**config.mk**
```make
export PLATFORM = sky130hd
export DESIGN_NAME = sddrv_top
export DESIGN_NICKNAME = d
export VERILOG_FILES = /design/src/sddrv_pkg.sv /design/src/sddrv_top.sv
export SDC_FILE = /design/constraint.sdc
export NUM_CORES = 1
export LEC_CHECK = 0
export BUFFER_PORTS_ARGS = -buffer_cell sky130_fd_sc_hd__buf_2
export CAP_MARGIN = 10
export CORE_ASPECT_RATIO = 0.9
export CORE_MARGIN = 1.5
export CORE_UTILIZATION = 40
export CTS_CLUSTER_DIAMETER = 40
export DETAILED_ROUTE_END_ITERATION = 8
export PLACE_DENSITY = 0.58
export SYNTH_ARGS = -nofsm -noshare
export SYNTH_HDL_FRONTEND = slang
export SYNTH_SLANG_ARGS = --single-unit
```
**constraint.sdc**
```tcl
create_clock -name ref_clk -period 4.6 [get_ports ref_clk]
set_input_delay 0 -clock ref_clk [delete_from_list [all_inputs] [get_ports ref_clk]]
set_output_delay 0 -clock ref_clk [all_outputs]
set_load 0.05 [all_outputs]
```
**src/sddrv_pkg.sv**
```systemverilog
// segment display driver: shared constants, carriers and segment cell
package sddrv_pkg;

  // ------------------------------------------------------------------
  // panel geometry
  // ------------------------------------------------------------------
  localparam int COM_LINES = 4;
  localparam int SEG_LINES = 15;
  localparam int DOTS_PER_SEG = 4;
  localparam int SEG_ADDR_W = 4;
  localparam logic [SEG_ADDR_W-1:0] SEG_ADDR_LAST = 4'he;

  // ------------------------------------------------------------------
  // frame timing
  // ------------------------------------------------------------------
  localparam int CLK_PERIOD_NS = 100;
  localparam int FRAME_PERIOD_NS = 16_000_000; // 62.5 Hz frame
  localparam int SLOTS_PER_FRAME = 8;
  localparam int SLOT_TIME_NS = FRAME_PERIOD_NS / SLOTS_PER_FRAME;
  localparam int SLOT_CYCLES = SLOT_TIME_NS / CLK_PERIOD_NS;
  localparam int DIV_W = 15;
  localparam int SLOT_W = 3;
  localparam int SLOT_HALF_BIT = 2; // high half: commons inverted
  localparam int SLOT_COM_W = 2;    // low bits pick the selected common
  localparam logic [SLOT_W-1:0] SLOT_LAST = 3'h7;

  // ------------------------------------------------------------------
  // display start register
  // ------------------------------------------------------------------
  localparam int START_W = 4;
  localparam int START_EN_BIT = 3;
  localparam logic [START_W-1:0] START_RESET = 4'h0;

  // ------------------------------------------------------------------
  // drive levels of a common line
  // ------------------------------------------------------------------
  localparam logic [1:0] LVL_GND = 2'h0;
  localparam logic [1:0] LVL_MID = 2'h1;
  localparam logic [1:0] LVL_FULL = 2'h2;

  // ------------------------------------------------------------------
  // carriers
  // ------------------------------------------------------------------
  typedef struct packed {
    logic en;
    logic [SEG_ADDR_W-1:0] addr;
    logic [DOTS_PER_SEG-1:0] mask; // bit-wise writes keep unmasked dots
    logic [DOTS_PER_SEG-1:0] data;
  } sddrv_wr_t;

  typedef struct packed {
    logic [COM_LINES-1:0][1:0] common_line;
    logic [SEG_LINES-1:0] segment_line;
  } sddrv_panel_t;

endpackage : sddrv_pkg

`timescale 1ns/1ps

// ------------------------------------------------------------------
// one segment line: picks the dot of the selected common
// ------------------------------------------------------------------
module sddrv_seg_cell
  import sddrv_pkg::*;
(
  input wire logic [DOTS_PER_SEG-1:0] dots,
  input wire logic [SLOT_W-1:0] slot,
  output logic seg_level
);

  logic dot_on;

  // lit dot sits opposite its common, unlit one follows it
  always_comb begin
    dot_on = dots[slot[SLOT_COM_W-1:0]];
    seg_level = dot_on ^ ~slot[SLOT_HALF_BIT]; // RL9
  end

endmodule : sddrv_seg_cell

```
**src/sddrv_top.sv**
```systemverilog
// segment display driver: dot memory, frame timing and panel drive
// Notes on behaviour
// (RL1) four commons by fifteen segments, sixty dots
// (RL2) quarter duty, half bias, 62.5 Hz frame
// (RL3) doubler runs only with enable set
// (RL4) nibble holds four dots, one lights
// (RL5) dot memory written and read like data memory
// (RL6) waveforms only while enable is one
// (RL7) inactive display drives every line low
// (RL8) commons three-level, staggered one eighth frame
// (RL9) segment two-level, phase chosen by dot bits
// (RL10) dot lit where levels differ fully
// (RL11) enable is bit three of start register
// (RL12) power-on reset darkens panel, dots undefined
// (RL13) clock stop darkens panel, dots kept
// (RL14) halt and soft reset keep waveforms running
// (RL15) eight equal slots per frame from clock
`timescale 1ns/1ps

module sddrv_top
  import sddrv_pkg::*;
#(
  parameter int unsigned SLOT_CYCLES_P = SLOT_CYCLES
) (
  input wire logic ref_clk,
  input wire logic sys_rst,
  input wire logic stop_mode,
  input wire sddrv_wr_t seg_wr,
  input wire logic [SEG_ADDR_W-1:0] seg_rd_addr,
  output logic [DOTS_PER_SEG-1:0] seg_rd_data,
  input wire logic start_wr_en,
  input wire logic [START_W-1:0] start_wr_data,
  output logic [START_W-1:0] start_rd_data,
  output logic doubler_run,
  output sddrv_panel_t panel
);

  // ------------------------------------------------------------------
  // state
  // ------------------------------------------------------------------
  localparam logic [DIV_W-1:0] DIV_LAST = DIV_W'(SLOT_CYCLES_P - 1);

  logic [DOTS_PER_SEG-1:0] seg_mem_q [SEG_LINES];
  logic [DOTS_PER_SEG-1:0] seg_mem_d [SEG_LINES];
  logic [DOTS_PER_SEG-1:0] rd_data_q, rd_data_d;
  logic [START_W-1:0] start_q, start_d;
  logic [DIV_W-1:0] div_q, div_d;
  logic [SLOT_W-1:0] slot_q, slot_d;
  logic dbl_q, dbl_d;
  sddrv_panel_t panel_q, panel_d;
  logic [SEG_LINES-1:0] seg_wave;
  logic active;

  // ------------------------------------------------------------------
  // dot memory: no reset, contents undefined at power-on
  // ------------------------------------------------------------------
  always_comb begin
    for (int i = 0; i < SEG_LINES; i++) begin
      seg_mem_d[i] = seg_mem_q[i];
      if (seg_wr.en && seg_wr.addr == SEG_ADDR_W'(i)) begin
        // masked merge serves whole-nibble and single-bit writes
        seg_mem_d[i] = (seg_mem_q[i] & ~seg_wr.mask)
                     | (seg_wr.data & seg_wr.mask); // RL5 RL4
      end
    end
    rd_data_d = '0; // unmapped nibbles read as zero
    if (seg_rd_addr <= SEG_ADDR_LAST) begin
      rd_data_d = seg_mem_q[seg_rd_addr]; // RL5
    end
  end

  // dots survive stop, halt and resets alike
  always_ff @(posedge ref_clk) begin
    seg_mem_q <= seg_mem_d; // RL12 RL13 RL14
  end

  // ------------------------------------------------------------------
  // start register, slot timing and doubler gate
  // ------------------------------------------------------------------
  always_comb begin
    start_d = start_q;
    if (start_wr_en) begin
      start_d = start_wr_data;
    end
    // stop freezes the oscillator, so the timebase holds still too
    active = start_q[START_EN_BIT] & ~stop_mode; // RL11 RL6 RL13
    div_d = div_q;
    slot_d = slot_q;
    if (!stop_mode) begin
      if (div_q == DIV_LAST) begin
        div_d = '0;
        slot_d = slot_q + 1'b1; // RL15 RL2
      end else begin
        div_d = div_q + 1'b1;
      end
    end
    dbl_d = active; // RL3
  end

  always_ff @(posedge ref_clk) begin
    if (sys_rst) begin
      start_q <= START_RESET;
      div_q <= '0;
      slot_q <= '0;
      dbl_q <= 1'b0;
    end else begin
      start_q <= start_d;
      div_q <= div_d;
      slot_q <= slot_d;
      dbl_q <= dbl_d;
    end
  end

  // ------------------------------------------------------------------
  // segment waveforms, one cell per line
  // ------------------------------------------------------------------
  for (genvar s = 0; s < SEG_LINES; s++) begin : g_seg // RL1
    sddrv_seg_cell u_cell (
      .dots(seg_mem_q[s]),
      .slot(slot_q),
      .seg_level(seg_wave[s])
    );
  end

  // ------------------------------------------------------------------
  // panel drive
  // ------------------------------------------------------------------
  // common k is full in slot k and ground in slot k+4, mid otherwise
  always_comb begin
    panel_d = '0; // RL7
    if (active) begin
      for (int k = 0; k < COM_LINES; k++) begin
        if (slot_q[SLOT_COM_W-1:0] == SLOT_COM_W'(k)) begin
          panel_d.common_line[k] = slot_q[SLOT_HALF_BIT] ? LVL_GND
                                                         : LVL_FULL; // RL8
        end else begin
          panel_d.common_line[k] = LVL_MID; // RL2
        end
      end
      panel_d.segment_line = seg_wave; // RL10
    end
  end

  // halt and soft reset never reach here, so waveforms carry on
  always_ff @(posedge ref_clk) begin
    if (sys_rst) begin
      panel_q <= '0; // RL12
      rd_data_q <= '0;
    end else begin
      panel_q <= panel_d; // RL14
      rd_data_q <= rd_data_d;
    end
  end

  assign panel = panel_q;
  assign doubler_run = dbl_q;
  assign seg_rd_data = rd_data_q;
  assign start_rd_data = start_q;
endmodule : sddrv_top

```
### Word-level counts from Yosys, hierarchy flattened

Cells that the tools add are included.

* register bits after elaboration: 110
* input bits: 25
* output and inout bits: 32

* add/subtract/negate cells: 2
* $lt $le $gt $ge: 3
* eq/ne operators: 18
* mux-type cells: 39
* bitwise logic cells: 57
* reduce and logical (&&, ||, !) cells: 24

Operators by type and width (count)
* 4-bit bitwise AND: 16
* 4-bit OR: 15
* 1-bit binary-select mux with 2-bit select: 15
* 4-bit equality test, second input constant: 7
* 1-bit 2-to-1 mux: 19
* 4-bit binary-select mux with 4-bit select: 1
* 4-bit by 3-bit equality test with 1-bit output, second input constant: 4
* 15-bit by 1-bit adder with 15-bit output, second input constant: 1
* 15-bit equality test, second input constant: 1
* 1-bit logical AND: 15
* 15-bit 2-to-1 mux: 1
* 1-bit bitwise XOR: 15
* 3-bit OR reduction: 4
* 4-bit by 2-bit equality test with 1-bit output, second input constant: 2
* 4-bit 2-to-1 mux: 2
* 1-bit NOT: 8
* 5-bit greater-or-equal comparator, second input constant: 1
* 4-bit NOT with 5-bit output: 1
* 2-bit equality test, second input constant: 2
* 4-bit by 1-bit equality test with 1-bit output, second input constant: 1
* 4-bit less-or-equal comparator, second input constant: 1
* 4-bit logical NOT: 1
* 4-bit NOT: 1
* 2-bit OR reduction: 2
* 7 further kinds: 7

### Depth between registers and ports, before layout

* depth in word-level cells: 4
* depth in mapped cells: 6

### Modules after synthesis

A second synthesis with hierarchy kept.

* cells, all modules: 382
* area, all modules: 5018.6 um^2

By module, submodules not included
* sddrv_top: instances 1, cells an instance 352, area an instance 4549.4 um^2, sequential area each 2802.7 um^2
* sddrv_seg_cell: instances 15, cells an instance 2, area an instance 31.3 um^2, sequential area each 0.0 um^2

### Least setup slack after synthesis

OpenSTA, ideal clock, no wires.

* path kind: flip-flop to flip-flop
* start: register div_q[8]
* end: register div_q[14]
* setup time: 0.115 ns
* arrival time: 1.595 ns
* slack: 2.890 ns
* stages on the path, launching flop included: 6
* path buffers: 1
* period minus slack after synthesis: 1.710 ns
* cell sequence: dfxtp_1 -> or4b_4 -> nor4_4 -> or2_4 -> buf_6 -> nor2_1

* longest elaborated chain between the ends: 2
* elaborated cells on any way between the ends: 3

RTL lines
* start: declaration: line sddrv_top.sv:47 `logic [DIV_W-1:0] div_q, div_d;`
* start signal: assignment: line sddrv_top.sv:108 `div_q <= div_d;`
* 15-bit by 1-bit adder with 15-bit output / 15-bit equality test (equally long branches): line sddrv_top.sv:94, sddrv_top.sv:90
* 15-bit 2-to-1 mux *: line sddrv_top.sv:90 `if (div_q == DIV_LAST) begin`

Every way passes the cells marked *; elsewhere a longest branch is shown, timed or not.
A chain may end at the register's enable or synchronous reset.

### Worst setup path after layout

* start: register slot_q[1]
* end: register panel_q, in the netlist panel[14]

* longest elaborated chain between the ends: 3

RTL lines
* start: declaration: line sddrv_top.sv:48 `logic [SLOT_W-1:0] slot_q, slot_d;`
* start signal: assignment: line sddrv_top.sv:109 `slot_q <= slot_d;`
* 1-bit binary-select mux with 2-bit select: line sddrv_pkg.sv:75 `dot_on = dots[slot[SLOT_COM_W-1:0]];`
* 1-bit 2-to-1 mux (implied by the code): line sddrv_pkg.sv:75
* 1-bit bitwise XOR: line sddrv_pkg.sv:76 `seg_level = dot_on ^ ~slot[SLOT_HALF_BIT];`
* end signal: assignment: line sddrv_top.sv:150 `panel_q <= panel_d;`
* end: declaration: line sddrv_top.sv:50 `sddrv_panel_t panel_q, panel_d;`

Every way passes these cells. The select of a mux whose other input is x is not followed.

==> flow_summary.html <==
<table>
<tr><th>Metric</th><th>Value</th></tr>
<tr><th colspan="2">Clock tree</th></tr>
<tr><td>Clock-pin transition on the worst setup and hold timing paths</td><td>0.07 ns</td></tr>
<tr><td># H-tree levels</td><td>3</td></tr>
<tr><td>Number of buffers on the longest clock path</td><td>2</td></tr>
<tr><td>Clock insertion delay at the later pin of the skew report</td><td>0.35 ns</td></tr>
<tr><td>Post-CTS resize count</td><td>0</td></tr>
<tr><td>CTS tree</td><td>done</td></tr>
<tr><td>TritonCTS sink count</td><td>110</td></tr>
<tr><td>Number of CTS-inserted buffers</td><td>9</td></tr>
<tr><td>Clk root buf</td><td>sky130_fd_sc_hd__clkbuf_16</td></tr>
<tr><th colspan="2">Synth</th></tr>
<tr><td>Fraction of synthesized cell area taken by the top area cell type</td><td>36.1%</td></tr>
<tr><td>Count of distinct cell types in the synthesized netlist</td><td>33</td></tr>
<tr><td>Proportion of synthesized chip area in sequential cells</td><td>56.2%</td></tr>
<tr><td>EDFF count, synth</td><td>60</td></tr>
<tr><td>Synthesized area</td><td>4990 um^2</td></tr>
<tr><td>Mean instance size in the synthesized netlist</td><td>12.8 um^2</td></tr>
<tr><td>Cells after Synth</td><td>391</td></tr>
<tr><td>Cell type with the highest aggregate area in the netlist</td><td>sky130_fd_sc_hd__edfxtp_1</td></tr>
<tr><td>Count of yosys warnings during synthesis</td><td>0</td></tr>
<tr><td>Most numerous cell types in the synthesized netlist</td><td>sky130_fd_sc_hd__and2_1 (64), sky130_fd_sc_hd__edfxtp_1 (60), sky130_fd_sc_hd__nor2_1 (53), sky130_fd_sc_hd__dfxtp_1 (50), sky130_fd_sc_hd__mux4_2 (27)</td></tr>
<tr><td>Number of register bits inferred by synthesis</td><td>110</td></tr>
<tr><td>Net count of the mapped netlist</td><td>421</td></tr>
<tr><td>Ys flop type</td><td>sky130_fd_sc_hd__edfxtp_1</td></tr>
<tr><td>Ranking of synthesized cells by area</td><td>sky130_fd_sc_hd__edfxtp_1 (36%), sky130_fd_sc_hd__dfxtp_1 (20%), sky130_fd_sc_hd__mux4_2 (12%)</td></tr>
<tr><td>Async set-or-reset flop fraction in the synthesized netlist</td><td>0%</td></tr>
<tr><td>Most common cell in the netlist</td><td>sky130_fd_sc_hd__and2_1</td></tr>
<tr><th colspan="2">Floorplanning</th></tr>
<tr><td>Die extent in y</td><td>109 um</td></tr>
<tr><td>Number of placement rows</td><td>38</td></tr>
<tr><td>Area of the die</td><td>13200 um^2</td></tr>
<tr><td>Initial standard-cell utilization of the core</td><td>41.2%</td></tr>
<tr><td>Area of the core</td><td>12100 um^2</td></tr>
<tr><td>Boundary Pins</td><td>57</td></tr>
<tr><td>Die X</td><td>121 um</td></tr>
<tr><th colspan="2">Place</th></tr>
<tr><td>Number of port buffers</td><td>56</td></tr>
<tr><td>Detailed Place HPWL</td><td>7.48 mm</td></tr>
<tr><td>Final Wtd Congestion</td><td>0.755</td></tr>
<tr><th colspan="2">Detailed routing</th></tr>
<tr><td>TritonRoute pass-1 iters</td><td>4</td></tr>
<tr><td>Detail-routed net length per standard cell</td><td>17.0 um</td></tr>
<tr><td>Count of vias placed by the detailed router</td><td>3126</td></tr>
<tr><td>WL final</td><td>10.4 mm</td></tr>
<tr><td>DRC viols</td><td>0</td></tr>
<tr><td>Detail Route Antenna Nets</td><td>0</td></tr>
<tr><td>Number of DRC violations after detailed-routing iteration 0</td><td>191</td></tr>
<tr><td>Mean number of vias per cell</td><td>5.11</td></tr>
<tr><th colspan="2">Setup path</th></tr>
<tr><td>Max stage delay cell, worst path</td><td>sky130_fd_sc_hd__dfxtp_1</td></tr>
<tr><td>Start-to-end type of the worst setup path</td><td>flip-flop to flip-flop</td></tr>
<tr><td>Critical path fanouts, max</td><td>19</td></tr>
<tr><td>Worst path max stage delay</td><td>1.01 ns</td></tr>
<tr><td>Element type at the critical path end</td><td>flip-flop</td></tr>
<tr><td>Worst setup path startpoint</td><td>slot_q[1]$_SDFFE_PP0P_</td></tr>
<tr><td>Worst path top cell family by delay</td><td>flip-flops</td></tr>
<tr><td>R2R Path Start</td><td>slot_q[1]$_SDFFE_PP0P_</td></tr>
<tr><td>Number of buffer and inverter instances along the worst setup path</td><td>0</td></tr>
<tr><td>Critical Path Start Type</td><td>flip-flop</td></tr>
<tr><td>Data arrival, critical path</td><td>2.26 ns</td></tr>
<tr><td>Required time of the worst setup path</td><td>4.88 ns</td></tr>
<tr><td>Cell breakdown of the critical path</td><td>mux4_2, xor2_1, nor2_1</td></tr>
<tr><th colspan="2">Power</th></tr>
<tr><td>Areal power density over the cells</td><td>339 nW/um^2</td></tr>
<tr><td>Pleak</td><td>2.16 nW</td></tr>
<tr><td>Peak supply drop</td><td>0.000189 V</td></tr>
<tr><td>Power consumption</td><td>1.96 mW</td></tr>
<tr><th colspan="2">Global routing</th></tr>
<tr><td>Initial antenna violation count</td><td>0</td></tr>
<tr><td>First-pass GRT wire length</td><td>16.8 mm</td></tr>
<tr><td>Largest net degree at the start of global routing</td><td>22</td></tr>
<tr><td>Overall overflow remaining after global route</td><td>0</td></tr>
<tr><td>Via count of the first global-routing pass</td><td>3081</td></tr>
<tr><td>GR Util All Layers</td><td>17.1%</td></tr>
<tr><th colspan="2">Timing</th></tr>
<tr><td>Fin crit share</td><td>43.1%</td></tr>
<tr><td>Pin slew with the least headroom to its limit</td><td>1.04 ns</td></tr>
<tr><td>Worst rel slew slack</td><td>30.6%</td></tr>
<tr><td>Unrepaired setup endpoints after global routing</td><td>no</td></tr>
<tr><td>Final setup violation count</td><td>0</td></tr>
<tr><td>Final Hold Viols</td><td>0</td></tr>
<tr><td>Setup TNS Final</td><td>0 ns</td></tr>
<tr><td>Max Fclk</td><td>504 MHz</td></tr>
<tr><td>Worst setup skew after layout</td><td>0.00953 ns</td></tr>
<tr><td>Shortest period the worst path allows</td><td>1.98 ns</td></tr>
<tr><td>Number of pins exceeding their max-slew limit in the final report</td><td>0</td></tr>
<tr><th colspan="2">Final layout</th></tr>
<tr><td>Share of layout cells above drive strength 1</td><td>23.7%</td></tr>
<tr><td>Final net count</td><td>477</td></tr>
<tr><td>Number of antenna repair diodes</td><td>0</td></tr>
<tr><td>Area grow syn2layout</td><td>15.8%</td></tr>
<tr><td>Number of filler instances in the final layout</td><td>1123</td></tr>
<tr><th colspan="2">Hold path</th></tr>
<tr><td>Worst min-delay path class</td><td>input pin to flip-flop</td></tr>
<tr><td>Worst Min Path Start</td><td>start_wr_en</td></tr>
<tr><th colspan="2">Job</th></tr>
<tr><td>Number of max-cap violations</td><td>0</td></tr>
<tr><th colspan="2">Run status</th></tr>
<tr><td>Run status</td><td>completed</td></tr>
</table>
## layer usage
layer	track usage, %	vias up	wire length [um]
met3	3.66	9	477
met4	4.79	0	118
met2	28.7	91	5010
met5	0	-	0
met1	22.7	1531	4830
li1	-	1495	-
## power by group
part           switching (mW)  internal [mW]  total [mW]
combinational          0.0851         0.0477       0.133
clock                   0.343          0.426       0.769
sequential            0.00847           1.05        1.06
## final timing paths
| kind | to | slack [ns] | depth (start not counted) |
|---|---|---|---|
| worst max register to register | panel[14]$_SDFF_PP0_ | 2.62 | 3 |
| worst max-delay path | panel[14]$_SDFF_PP0_ | 2.62 | 3 |
| worst min-delay path | start_rd_data[1]$_SDFFE_PP0P_ | 0.003 | 3 |
| worst min register to register | start_rd_data[1]$_SDFFE_PP0P_ | 0.51 | 2 |
## area by class of cell
class                           count  area, um^2  area share (%)
Sequential cell                   110        2800            48.5
Multi-Input combinational cell    253        2070            35.8
Timing Repair Buffer               66         380            6.58
Clock buffer                       10         229            3.96
Tap cell                          160         200            3.46
Clock inverter                      6        71.3            1.23
Inverter                            7        26.3           0.455
## tightest hold or removal path: cells and delay by family
kind,cells,cell delay [ns]
buffers and inverters,1,0.14
muxes,1,0.09
and+or+nand+nor,1,0.08
## cells by family after synthesis
family	Yosys count	synth area share, %
buf+inv	28	2.41
flops	110	56.2
fa+ha+maj	5	1.25
xor+xnor	30	5.26
compound gates	15	2.28
simple gates	166	18.5
mux	37	14.2
## per-stage QoR
step / utilization (%) / std cells / setup WS, ns / cell area [um^2] / hold WS (ns)
2_1_floorplan: - / 391 / 2.89 / 4990 / 0.0989
3_3_place_gp: 44.4 / 586 / 2.63 / 5380 / 0.240
3_5_place_dp: 44.4 / 586 / 2.59 / 5380 / 0.243
4_1_cts: 47.7 / 612 / 2.58 / 5780 / 0.00287
5_1_grt: 47.7 / 612 / 2.42 / 5780 / 0.0217
6_report: 47.7 / 612 / 2.62 / 5780 / 0.00329
## layout by cell type (no fill, tap or decap), types with 2 or more instances in the layout
master,synthesis,routed
sky130_fd_sc_hd__nor2_1,53,53
sky130_fd_sc_hd__clkinv_4,0,2
sky130_fd_sc_hd__clkbuf_16,0,9
sky130_fd_sc_hd__buf_2,6,56
sky130_fd_sc_hd__mux4_2,27,27
sky130_fd_sc_hd__ha_1,5,5
sky130_fd_sc_hd__dfxtp_1,50,50
sky130_fd_sc_hd__nand2b_1,2,2
sky130_fd_sc_hd__nand3b_1,8,8
sky130_fd_sc_hd__nand4_1,3,3
sky130_fd_sc_hd__nor4_1,4,4
sky130_fd_sc_hd__dlygate4sd3_1,0,10
sky130_fd_sc_hd__edfxtp_1,60,60
sky130_fd_sc_hd__a22oi_1,4,4
sky130_fd_sc_hd__o211ai_1,8,8
sky130_fd_sc_hd__or4b_4,2,2
sky130_fd_sc_hd__clkinvlp_4,0,2
sky130_fd_sc_hd__xor2_1,16,16
sky130_fd_sc_hd__mux2i_1,10,10
sky130_fd_sc_hd__nand2_1,8,8
sky130_fd_sc_hd__nor3_1,9,9
sky130_fd_sc_hd__xnor2_1,14,14
sky130_fd_sc_hd__inv_1,7,7
sky130_fd_sc_hd__nor2_2,2,2
sky130_fd_sc_hd__and2_1,64,64
sky130_fd_sc_hd__nand3_1,4,4
sky130_fd_sc_hd__or3b_2,2,2
## repair_timing
item	CTS	global route
hold buffers	10	0
endpoints found under the hold margin	7	0
buffers inserted	0	0
No activity file was read; power rests on OpenSTA's default activity.
